==> src/rtl/skd_dma_defines.vh <==
// Offsets, descriptor field positions and reset values of the descriptor DMA engine
`ifndef SKD_DMA_DEFINES_VH
`define SKD_DMA_DEFINES_VH

// ----------------------------------------
// Register byte offsets, and address[7:5] selectors of the per-channel head and done arrays
// ----------------------------------------
`define SKD_REG_CTRL      8'h00
`define SKD_REG_RX_SKIP   8'h04
`define SKD_REG_TEARDOWN  8'h08
`define SKD_REG_STATUS    8'h0c
`define SKD_REG_RX_HEAD   8'h10
`define SKD_REG_TX_HEAD   3'h2
`define SKD_REG_TX_DONE   3'h3

// ----------------------------------------
// Descriptor word 3 fields
// ----------------------------------------
`define SKD_W3_FIRST      31
`define SKD_W3_LAST       30
`define SKD_W3_OWN        29
`define SKD_W3_DRAINED    28
`define SKD_W3_SHUTDOWN   27
`define SKD_W3_FCS        26
`define SKD_W3_DIR_EN     20
`define SKD_W3_DIR_LSB    16
`define SKD_W3_RANOUT     20
`define SKD_W3_TAG        16
`define SKD_TX_W3_MASK    32'hfc13_07ff
`define SKD_LEN_MSB       10

// ----------------------------------------
// Reset values
// ----------------------------------------
`define SKD_RST_CTRL      4'h0
`define SKD_RST_SKIP      11'h000

`endif

==> src/rtl/skd_dma_unused_placeholder_removed.v <==
`timescale 1ns/100ps

==> src/rtl/skd_dma.v <==
// Descriptor walker for an eight-channel transmit and one receive packet DMA queue
//
// Decided for this implementation: the Avalon-MM interface to the registers and the address map.
`timescale 1ns/100ps
`include "skd_dma_defines.vh"

module skd_dma (
  // Clock and reset
  input  wire        clk_in,
  input  wire        rst_in,
  // Avalon-MM register slave
  input  wire [7:0]  avs_address_in,
  input  wire        avs_read_in,
  input  wire        avs_write_in,
  input  wire [31:0] avs_writedata_in,
  output reg  [31:0] avs_readdata_out,
  output reg         avs_waitrequest_out,
  // Descriptor memory master
  output reg         mem_req_out,
  output reg         mem_we_out,
  output reg  [31:0] mem_addr_out,
  output reg  [31:0] mem_wdata_out,
  input  wire        mem_ack_in,
  input  wire [31:0] mem_rdata_in,
  // Transmit buffer requests
  output reg         tx_valid_out,
  output reg  [31:0] tx_addr_out,
  output reg  [10:0] tx_len_out,
  output reg         tx_first_out,
  output reg         tx_last_out,
  output reg         tx_host_fcs_out,
  output reg         tx_directed_out,
  output reg  [1:0]  tx_port_out,
  input  wire        tx_ready_in,
  // Receive packet status from the MAC
  input  wire        rx_pkt_valid_in,
  input  wire [10:0] rx_pkt_len_in,
  input  wire [7:0]  rx_pkt_err_in,
  input  wire        rx_pkt_fcs_kept_in,
  output reg         rx_pkt_ready_out,
  // Receive buffer placement
  output reg         rx_buf_valid_out,
  output reg  [31:0] rx_buf_addr_out,
  output reg  [10:0] rx_buf_len_out
);

  localparam [6:0] ST_IDLE  = 7'b0000001;
  localparam [6:0] ST_FETCH = 7'b0000010;
  localparam [6:0] ST_EVAL  = 7'b0000100;
  localparam [6:0] ST_TXFER = 7'b0001000;
  localparam [6:0] ST_WR    = 7'b0010000;
  localparam [6:0] ST_DONE  = 7'b0100000;
  localparam [6:0] ST_ERR   = 7'b1000000;

  reg [6:0]  st_q;
  reg [6:0]  ret_q;
  reg [31:0] head_q [0:7];
  reg [31:0] done_q [0:7];
  reg [31:0] dw_q [0:3];
  reg [31:0] wa_q [0:2];
  reg [31:0] wd_q [0:2];
  reg [1:0]  wn_q;
  reg [1:0]  wi_q;
  reg [1:0]  widx_q;
  reg [31:0] rx_head_q;
  reg [3:0]  ctrl_q;
  reg [10:0] rx_skip_q;
  reg [7:0]  td_pend_q;
  reg        hosterr_q;
  reg        ack_q;
  reg        rx_mode_q;
  reg        td_mode_q;
  reg        in_pkt_q;
  reg [2:0]  ch_q;
  reg [31:0] cur_q;
  reg [31:0] sop_q;
  reg [31:0] sopw3_q;
  reg [10:0] remain_q;
  reg [10:0] total_q;
  reg [7:0]  rxerr_q;
  reg        rxfcs_q;

  wire       keep_err   = ctrl_q[0];
  wire       keep_short = ctrl_q[1];
  wire       keep_ctrl  = ctrl_q[2];
  wire       tag_set    = ctrl_q[3];
  wire [2:0] reg_idx    = avs_address_in[4:2];
  wire       bus_wr     = avs_write_in & ack_q;

  // ----------------------------------------
  // Channel choice and descriptor decode
  // ----------------------------------------
  reg        tx_any;
  reg [2:0]  tx_ch;
  reg        td_any;
  reg [2:0]  td_ch;
  integer    i;
  integer    j;
  always @* begin
    tx_any = 1'b0;
    tx_ch  = 3'h0;
    td_any = 1'b0;
    td_ch  = 3'h0;
    for (i = 7; i >= 0; i = i - 1) begin
      if (head_q[i] != 32'h0000_0000) begin
        tx_any = 1'b1;
        tx_ch  = i[2:0];
      end
      if (td_pend_q[i]) begin
        td_any = 1'b1;
        td_ch  = i[2:0];
      end
    end
  end

  wire [31:0] nxt    = dw_q[0];
  wire [31:0] w3     = dw_q[3];
  wire        first  = ~in_pkt_q;
  wire        eop    = w3[`SKD_W3_LAST];
  wire        q_end  = (nxt == 32'h0000_0000);
  // Transmit fragment length: the first fragment loads the frame total
  wire [10:0] tx_rem = first ? w3[`SKD_LEN_MSB:0] : remain_q;
  wire [15:0] tx_bl  = dw_q[2][15:0];
  wire [10:0] tx_n   = ({5'h00, tx_rem} < tx_bl) ? tx_rem : tx_bl[10:0];
  wire        tx_bad = (first & (~w3[`SKD_W3_FIRST] | ~w3[`SKD_W3_OWN] | (w3[`SKD_LEN_MSB:0] == 11'h000)))
                     | (dw_q[1] == 32'h0000_0000) | (tx_bl == 16'h0000)
                     | (~eop & q_end) | (eop & ({5'h00, tx_rem} > tx_bl));
  // Receive fragment length: usable room of the first buffer is the count less the skip
  wire [10:0] rx_bl  = dw_q[2][10:0];
  wire [10:0] rx_av  = first ? rx_bl - rx_skip_q : rx_bl;
  wire [10:0] rx_n   = (remain_q < rx_av) ? remain_q : rx_av;
  wire        rx_bad = (first & (~w3[`SKD_W3_OWN] | (rx_bl <= rx_skip_q)))
                     | (dw_q[1] == 32'h0000_0000) | (rx_bl == 11'h000);
  wire        rx_fin = (remain_q == rx_n);
  wire        rx_out = ~rx_fin & q_end;
  wire        rx_lst = rx_fin | rx_out;
  wire [31:0] rx_w2  = {5'h00, first ? rx_skip_q : 11'h000, 5'h00, rx_n};
  wire        rx_drn = rx_lst & q_end;
  wire [31:0] rx_sw3 = {1'b1, (cur_q == sop_q) | first ? rx_lst : 1'b0, 1'b0,
                        (first & rx_drn), 1'b0, rxfcs_q, rxerr_q[7:3], rx_out,
                        rxerr_q[2:0], tag_set, 5'h00, total_q};
  // Error classes that the MAC settings allow through
  wire        rx_keep = (keep_err | ~|{rx_pkt_err_in[7:5], rx_pkt_err_in[2:0]})
                      & (keep_short | ~rx_pkt_err_in[4]) & (keep_ctrl | ~rx_pkt_err_in[3]);

  // ----------------------------------------
  // Register slave
  // ----------------------------------------
  always @(posedge clk_in or posedge rst_in) begin
    if (rst_in) begin
      ack_q               <= 1'b0;
      avs_waitrequest_out <= 1'b1;
      avs_readdata_out    <= 32'h0000_0000;
    end else begin
      ack_q               <= (avs_read_in | avs_write_in) & ~ack_q;
      avs_waitrequest_out <= ~((avs_read_in | avs_write_in) & ~ack_q);
      if (avs_read_in & ~ack_q) begin
        case (avs_address_in[7:5])
          `SKD_REG_TX_HEAD: avs_readdata_out <= head_q[reg_idx];
          `SKD_REG_TX_DONE: avs_readdata_out <= done_q[reg_idx];
          3'h0: begin
            case ({avs_address_in[4:2], 2'b00})
              `SKD_REG_CTRL:     avs_readdata_out <= {28'h000_0000, ctrl_q};
              `SKD_REG_RX_SKIP:  avs_readdata_out <= {21'h00_0000, rx_skip_q};
              `SKD_REG_TEARDOWN: avs_readdata_out <= {24'h00_0000, td_pend_q};
              `SKD_REG_STATUS:   avs_readdata_out <= {24'h00_0000, rx_mode_q, ch_q, ~st_q[0], 2'b00, hosterr_q};
              `SKD_REG_RX_HEAD:  avs_readdata_out <= rx_head_q;
              default:           avs_readdata_out <= 32'h0000_0000;
            endcase
          end
          default: avs_readdata_out <= 32'h0000_0000;
        endcase
      end
    end
  end

  // ----------------------------------------
  // Descriptor engine
  // ----------------------------------------
  always @(posedge clk_in or posedge rst_in) begin
    if (rst_in) begin
      st_q <= ST_IDLE;
      ret_q <= ST_IDLE;
      for (j = 0; j < 8; j = j + 1) begin
        head_q[j] <= 32'h0000_0000;
        done_q[j] <= 32'h0000_0000;
      end
      for (j = 0; j < 4; j = j + 1) begin
        dw_q[j] <= 32'h0000_0000;
      end
      for (j = 0; j < 3; j = j + 1) begin
        wa_q[j] <= 32'h0000_0000;
        wd_q[j] <= 32'h0000_0000;
      end
      wn_q <= 2'h0;
      wi_q <= 2'h0;
      widx_q <= 2'h0;
      rx_head_q <= 32'h0000_0000;
      ctrl_q <= `SKD_RST_CTRL;
      rx_skip_q <= `SKD_RST_SKIP;
      td_pend_q <= 8'h00;
      hosterr_q <= 1'b0;
      rx_mode_q <= 1'b0;
      td_mode_q <= 1'b0;
      in_pkt_q <= 1'b0;
      ch_q <= 3'h0;
      cur_q <= 32'h0000_0000;
      sop_q <= 32'h0000_0000;
      sopw3_q <= 32'h0000_0000;
      remain_q <= 11'h000;
      total_q <= 11'h000;
      rxerr_q <= 8'h00;
      rxfcs_q <= 1'b0;
      mem_req_out <= 1'b0;
      mem_we_out <= 1'b0;
      mem_addr_out <= 32'h0000_0000;
      mem_wdata_out <= 32'h0000_0000;
      tx_valid_out <= 1'b0;
      tx_addr_out <= 32'h0000_0000;
      tx_len_out <= 11'h000;
      tx_first_out <= 1'b0;
      tx_last_out <= 1'b0;
      tx_host_fcs_out <= 1'b0;
      tx_directed_out <= 1'b0;
      tx_port_out <= 2'h0;
      rx_pkt_ready_out <= 1'b0;
      rx_buf_valid_out <= 1'b0;
      rx_buf_addr_out <= 32'h0000_0000;
      rx_buf_len_out <= 11'h000;
    end else begin
      rx_pkt_ready_out <= 1'b0;
      rx_buf_valid_out <= 1'b0;
      case (st_q)
        ST_IDLE: begin
          in_pkt_q <= 1'b0;
          widx_q <= 2'h0;
          if (td_any) begin
            // Teardown: release the head descriptor and flag it
            td_pend_q[td_ch] <= 1'b0;
            ch_q <= td_ch;
            rx_mode_q <= 1'b0;
            td_mode_q <= 1'b1;
            cur_q <= head_q[td_ch];
            dw_q[0] <= 32'h0000_0000;
            wa_q[0] <= head_q[td_ch] + 32'h0000_000c;
            wd_q[0] <= 32'h8800_0000;
            wn_q <= 2'h1;
            wi_q <= 2'h0;
            ret_q <= ST_DONE;
            st_q <= (head_q[td_ch] != 32'h0000_0000) ? ST_WR : ST_IDLE;
          end else if (rx_pkt_valid_in && !rx_pkt_ready_out) begin
            rx_pkt_ready_out <= 1'b1;
            remain_q <= rx_pkt_len_in;
            total_q <= rx_pkt_len_in;
            rxerr_q <= rx_pkt_err_in;
            rxfcs_q <= rx_pkt_fcs_kept_in;
            cur_q <= rx_head_q;
            rx_mode_q <= 1'b1;
            td_mode_q <= 1'b0;
            if (rx_keep && rx_head_q != 32'h0000_0000) begin
              st_q <= ST_FETCH;
            end
          end else if (tx_any) begin
            ch_q <= tx_ch;
            cur_q <= head_q[tx_ch];
            rx_mode_q <= 1'b0;
            td_mode_q <= 1'b0;
            st_q <= ST_FETCH;
          end
        end
        ST_FETCH: begin
          if (mem_req_out & mem_ack_in) begin
            mem_req_out <= 1'b0;
            dw_q[widx_q] <= mem_rdata_in;
            widx_q <= widx_q + 2'h1;
            if (widx_q == 2'h3) begin
              st_q <= ST_EVAL;
            end
          end else if (~mem_req_out) begin
            mem_req_out <= 1'b1;
            mem_we_out <= 1'b0;
            mem_addr_out <= {cur_q[31:2], 2'b00} + {28'h000_0000, widx_q, 2'b00};
          end
        end
        ST_EVAL: begin
          widx_q <= 2'h0;
          if (rx_mode_q) begin
            if (rx_bad) begin
              st_q <= ST_ERR;
            end else begin
              rx_buf_valid_out <= 1'b1;
              rx_buf_addr_out <= dw_q[1] + (first ? {21'h00_0000, rx_skip_q} : 32'h0000_0000);
              rx_buf_len_out <= rx_n;
              remain_q <= remain_q - rx_n;
              in_pkt_q <= 1'b1;
              if (first) begin
                sop_q <= cur_q;
              end
              wa_q[0] <= cur_q + 32'h0000_0008;
              wd_q[0] <= rx_w2;
              wa_q[1] <= cur_q + 32'h0000_000c;
              wa_q[2] <= first ? cur_q + 32'h0000_000c : sop_q + 32'h0000_000c;
              wd_q[1] <= {2'b01, 1'b0, rx_drn, 28'h000_0000};
              wd_q[2] <= rx_sw3;
              wi_q <= 2'h0;
              if (!rx_lst) begin
                wn_q <= 2'h1;
                ret_q <= ST_FETCH;
                cur_q <= nxt;
              end else begin
                wn_q <= 2'h3;
                wd_q[1] <= rx_sw3;
                if (!first) begin
                  wd_q[1] <= {2'b01, 1'b0, rx_drn, 28'h000_0000};
                end
                ret_q <= ST_DONE;
              end
              st_q <= ST_WR;
            end
          end else if (tx_bad) begin
            st_q <= ST_ERR;
          end else begin
            if (first) begin
              sop_q <= cur_q;
              sopw3_q <= w3 & `SKD_TX_W3_MASK & ~(32'h1 << `SKD_W3_OWN);
              tx_host_fcs_out <= w3[`SKD_W3_FCS];
              tx_directed_out <= w3[`SKD_W3_DIR_EN];
              tx_port_out <= w3[`SKD_W3_DIR_LSB+1:`SKD_W3_DIR_LSB];
            end
            tx_valid_out <= 1'b1;
            tx_addr_out <= dw_q[1] + (first ? {16'h0000, dw_q[2][31:16]} : 32'h0000_0000);
            tx_len_out <= tx_n;
            tx_first_out <= first;
            tx_last_out <= eop;
            remain_q <= tx_rem;
            st_q <= ST_TXFER;
          end
        end
        ST_TXFER: begin
          if (tx_ready_in) begin
            tx_valid_out <= 1'b0;
            remain_q <= remain_q - tx_len_out;
            in_pkt_q <= 1'b1;
            if (eop) begin
              // Last fragment first, then release of the first one
              wa_q[0] <= cur_q + 32'h0000_000c;
              wd_q[0] <= (w3 & `SKD_TX_W3_MASK) | ({31'h0000_0000, q_end} << `SKD_W3_DRAINED);
              wa_q[1] <= sop_q + 32'h0000_000c;
              wd_q[1] <= (cur_q == sop_q) ? (sopw3_q | ({31'h0000_0000, q_end} << `SKD_W3_DRAINED))
                                          : sopw3_q;
              wn_q <= 2'h2;
              wi_q <= (cur_q == sop_q) ? 2'h1 : 2'h0;
              ret_q <= ST_DONE;
              st_q <= ST_WR;
            end else begin
              cur_q <= nxt;
              st_q <= ST_FETCH;
            end
          end
        end
        ST_WR: begin
          if (mem_req_out & mem_ack_in) begin
            mem_req_out <= 1'b0;
            wi_q <= wi_q + 2'h1;
            if (wi_q + 2'h1 == wn_q) begin
              st_q <= ret_q;
            end
          end else if (~mem_req_out) begin
            mem_req_out <= 1'b1;
            mem_we_out <= 1'b1;
            mem_addr_out <= wa_q[wi_q];
            mem_wdata_out <= wd_q[wi_q];
          end
        end
        ST_DONE: begin
          in_pkt_q <= 1'b0;
          if (rx_mode_q) begin
            rx_head_q <= nxt;
          end else begin
            head_q[ch_q] <= nxt;
            if (q_end) begin
              done_q[ch_q] <= cur_q;
            end
          end
          st_q <= ST_IDLE;
        end
        ST_ERR: begin
          hosterr_q <= 1'b1;
          if (rx_mode_q) begin
            rx_head_q <= 32'h0000_0000;
          end else begin
            head_q[ch_q] <= 32'h0000_0000;
          end
          st_q <= ST_IDLE;
        end
        default: begin
          st_q <= ST_IDLE;
        end
      endcase
      // Bus writes; a host error raised in this cycle wins over its clear
      if (bus_wr) begin
        case (avs_address_in[7:5])
          `SKD_REG_TX_HEAD: head_q[reg_idx] <= avs_writedata_in;
          3'h0: begin
            case ({avs_address_in[4:2], 2'b00})
              `SKD_REG_CTRL:     ctrl_q <= avs_writedata_in[3:0];
              `SKD_REG_RX_SKIP:  rx_skip_q <= avs_writedata_in[10:0];
              `SKD_REG_TEARDOWN: td_pend_q[avs_writedata_in[2:0]] <= 1'b1;
              `SKD_REG_STATUS:   hosterr_q <= hosterr_q & ~avs_writedata_in[0] | st_q[6];
              `SKD_REG_RX_HEAD:  rx_head_q <= avs_writedata_in;
              default: begin
              end
            endcase
          end
          default: begin
          end
        endcase
      end
    end
  end

endmodule // skd_dma

==> config.mk <==
export PLATFORM = sky130hd
export DESIGN_NAME = skd_dma
export DESIGN_NICKNAME = d
export VERILOG_FILES = /design/src/rtl/skd_dma_unused_placeholder_removed.v /design/src/rtl/skd_dma.v
export VERILOG_INCLUDE_DIRS = /design/src /design/src/rtl
export SDC_FILE = /design/constraint.sdc
export NUM_CORES = 2
export LEC_CHECK = 0
export BUFFER_PORTS_ARGS = -buffer_cell sky130_fd_sc_hd__buf_2
export CAP_MARGIN = 25
export CELL_PAD_IN_SITES_DETAIL_PLACEMENT = 1
export CELL_PAD_IN_SITES_GLOBAL_PLACEMENT = 1
export CORE_AREA = 5 5 506 458
export CTS_CLUSTER_DIAMETER = 100
export DETAILED_ROUTE_END_ITERATION = 10
export DIE_AREA = 0 0 511 463
export MAX_ROUTING_LAYER = met4
export PLACE_DENSITY = 0.65
export SLEW_MARGIN = 15
export SYNTH_ARGS = -nofsm -noshare
export SYNTH_HDL_FRONTEND = slang
export SYNTH_SLANG_ARGS = --single-unit
export TNS_END_PERCENT = 1
==> constraint.sdc <==
create_clock -name clk_in -period 52.7 [get_ports clk_in]
set_input_delay 10.54 -clock clk_in [delete_from_list [all_inputs] [get_ports clk_in]]
set_output_delay 10.54 -clock clk_in [all_outputs]
set_load 0.005 [all_outputs]
==> results.cfg <==
[clocking]
clock_latency_ns = 0.81
clock_sinks = 1180
cts_setup_buffers = 0
cts.repair.resized = 0
cts-root-buf = clkbuf_16
clk_path_buf_depth = 3
cts-htree-levels = 4
cts_buffers = 139
clk_pin_slew_ns = 0.06
tritoncts = yes
holdBufCountCts = 0

[floorplan]
initial_core_util = 0.2974
die_area_sq_um = 236600
die_h_um = 463
placementRows = 166
io_pins = 293
core_sq_um = 226200
chipWidth_um = 511

[global_routing]
antenna_found_initial = 32
grt-ovfl-total = 0
grt_max_degree = 139
grt_pass1_vias = 61524
grt_pass1_wl_um = 444100
globalRouteTotalUtil = 0.2570

[worst_setup_path]
cp-endpoint = avs_readdata_out[3]
r2r-start = rx_skip_q[0]
r2r_end = cur_q[1]
worstSetupPathType = in2reg
reg2reg_slack_ns = 45.38
cp-start-kind = input port
reg2reg_depth = 26
critPathMaxFanout = 60
cp.required_ns = 53.34
crit_path_end_kind = register
crit_path_start = avs_address_in[3]
cp.arrival_ns = 14.76

[logic_synthesis]
syn_avg_cell_area_sq_um = 9.439
yosysUniqueCellTypes = 87
synth_top_flop_cell = dfrtp_1
synth_edf_count = 0
synthCells = 7127
synth_area_sq_um = 67270
seq_area_frac_synth = 0.4390
synthesis.nets = 7313
yosys_warnings = 0
synth-seq-cells = 1180
async_flop_share = 1.000

[timing]
clock_skew_ns = 0.03932
maxSlewViolCount = 0
rsz0062_at_grt = no
fmax_ghz = 0.07083
min_period_over_period = 0.2679
tightest_slew_ns = 1.119
final-setup-viol-count = 0
fin_tns_setup_ns = 0
hold_viol_final = 0
max_slew_margin = 0.2524
period_needed_ns = 14.12

[worst_hold_path]
hold_path.class = reg2reg

[power]
p_leak_nw = 32.96
vdd_drop_max_v = 0.00003867
power.density_nw_per_um2 = 55.24

[detailed_routing]
viasPerCell = 5.951
drc = 0
wl_um = 306600
vias = 60932
avgRoutedWirePerCell_um = 29.95
final_antenna_net_count = 0
drtIter0Drc = 6591
drtPass1Iterations = 6

[layout]
fillers = 25708
drive_gt1_frac = 0.1865
regArea_sq_um = 29540
design_area_sq_um = 76590
syn_to_final_growth_pct = 13.86
final_nets = 7273
multi_input_area_sq_um = 34830

[run_status]
status = finished clean

[placed_design]
dp_hpwl_um = 207600
place_area_sq_um = 71660
portBuffers = 290
place.gp.congestion = 0.9510

[job]
maxCapViolations = 0
-- metal layers --
layer	GRT usage	up-vias	share of wire
met5	-	-	0
met4	0.1175	0	0.055
met2	0.3738	3005	0.43
met1	0.3329	31456	0.42
li1	-	25679	-
met3	0.07024	792	0.096
-- power by group --
group	leakage (nW)	total [W]	internal [W]	switching, W
Combinational	15.9	0.00172	0.000612	0.00111
Sequential	14.7	0.00150	0.00115	0.000352
Clock	2.28	0.00101	0.000588	0.000421
-- logic make-up (layout without fill, tap and decap cells) --
logic type      after synthesis  count (layout)  share of synthesized area
simple gates               1996            1996                     0.1328
compound gates             2027            2027                     0.1873
fa+ha+maj                    90              90                    0.01719
xor+xnor                    225             225                    0.02930
buf+inv                     840             909                    0.04832
flops                      1180            1180                     0.4390
mux                         769             769                     0.1461
other cells                   0              19                          0
-- worst max-delay path, cell delays in order --
cell and delay, ns:
buf_6 0.38, buf_4 0.76, buf_4 0.90, mux4_2 0.43, mux2i_1 0.38, nor2_1 0.24, a211oi_1 0.85, o21ai_0 0.16
-- cell usage after synthesis, types with 137 or more instances --
library cell  count  area [sq um]
nand2_1         971          3645
dfrtp_1        1177         29450
mux2i_1         227          2272
xnor2_1         137          1200
mux2_2          413          4651
a21oi_1         384          1922
clkbuf_1        537          2016
nor2_1          431          1618
o21ai_0         739          3699
inv_1           193         724.4
a22oi_1         318          2387
o211ai_1        225          1689
-- sequential cells by signal, indices dropped and copies added (netlist names), 20 cells and up --
name              count
avs_readdata_out     32
cur_q                32
done_q              256
dw_q                 64
head_q              256
mem_addr_out         32
mem_wdata_out        28
nxt                  32
rx_buf_addr_out      32
rx_head_q            32
sop_q                32
tx_addr_out          32
w3                   20
wa_q                 96
wd_q                 78
-- cell type report --
| class | count | share of cell area |
|---|---|---|
| clock buffer | 197 | 0.05306 |
| tap | 3024 | 0.04940 |
| timing repair buffer | 464 | 0.03898 |
| multi-input combinational | 5107 | 0.4547 |
| antenna | 19 | 0.0006208 |
| inverter | 195 | 0.009655 |
| sequential | 1180 | 0.3857 |
| clock inverter | 53 | 0.007874 |
-- metrics by stage --
| stage | power, W | util | setup slack, ns | hold slack, ns | std cells |
|---|---|---|---|---|---|
| 2_1_floorplan | 0.002391 | - | 8.925 | 0.4344 | 7127 |
| 3_3_place_gp | 0.003105 | 0.3163 | 37.73 | 0.4492 | 9952 |
| 3_5_place_dp | 0.003176 | 0.3168 | 37.61 | 0.4580 | 9959 |
| 4_1_cts | 0.004197 | 0.3375 | 38.46 | 0.4748 | 10209 |
| 5_1_grt | 0.004403 | 0.3386 | 38.27 | 0.4913 | 10235 |
| 6_report | 0.004231 | 0.3386 | 38.58 | 0.4705 | 10239 |
-- worst min-delay path by stage --
| stage | start | endpoint | cells past startpoint |
|---|---|---|---|
| finish | tx_addr_out[21] | tx_addr_out[21] | 2 |
| CTS | sopw3_q[31] | sopw3_q[31] | 1 |
| global route | wd_q[59] | wd_q[59] | 2 |
| global placement | sopw3_q[31] | sopw3_q[31] | 1 |
| floorplan | wd_q[31] | wd_q[31] | 1 |
| detailed placement | sopw3_q[31] | sopw3_q[31] | 1 |
-- layout by cell type, fill, tap and decap left out, drive strengths merged, types with 16 or more instances in the layout --
cell / synthesis / layout
o211ai: 225 / 225
nor4: 118 / 118
a211oi: 16 / 16
diode: 0 / 19
nand2: 971 / 971
a2111oi: 29 / 29
xnor2: 137 / 137
a22oi: 318 / 318
nor3: 94 / 94
a221oi: 44 / 44
and2: 44 / 44
xor2: 88 / 88
ha: 82 / 82
a21o: 28 / 28
nor2: 431 / 431
dfrtp: 1177 / 1177
and3: 19 / 19
a22o: 28 / 28
or2: 19 / 19
nor3b: 17 / 17
o21ai: 743 / 743
mux2: 413 / 413
nand2b: 27 / 27
a21oi: 386 / 386
buf: 108 / 463
mux4: 129 / 129
inv: 194 / 200
nand3: 70 / 70
nand4: 96 / 96
o22ai: 47 / 47
o221ai: 19 / 19
o31ai: 22 / 22
o21a: 16 / 16
mux2i: 227 / 227
clkbuf: 537 / 198
clkinv: 1 / 28
nor2b: 34 / 34
a31oi: 20 / 20
Power figures use the tool's default switching activity.
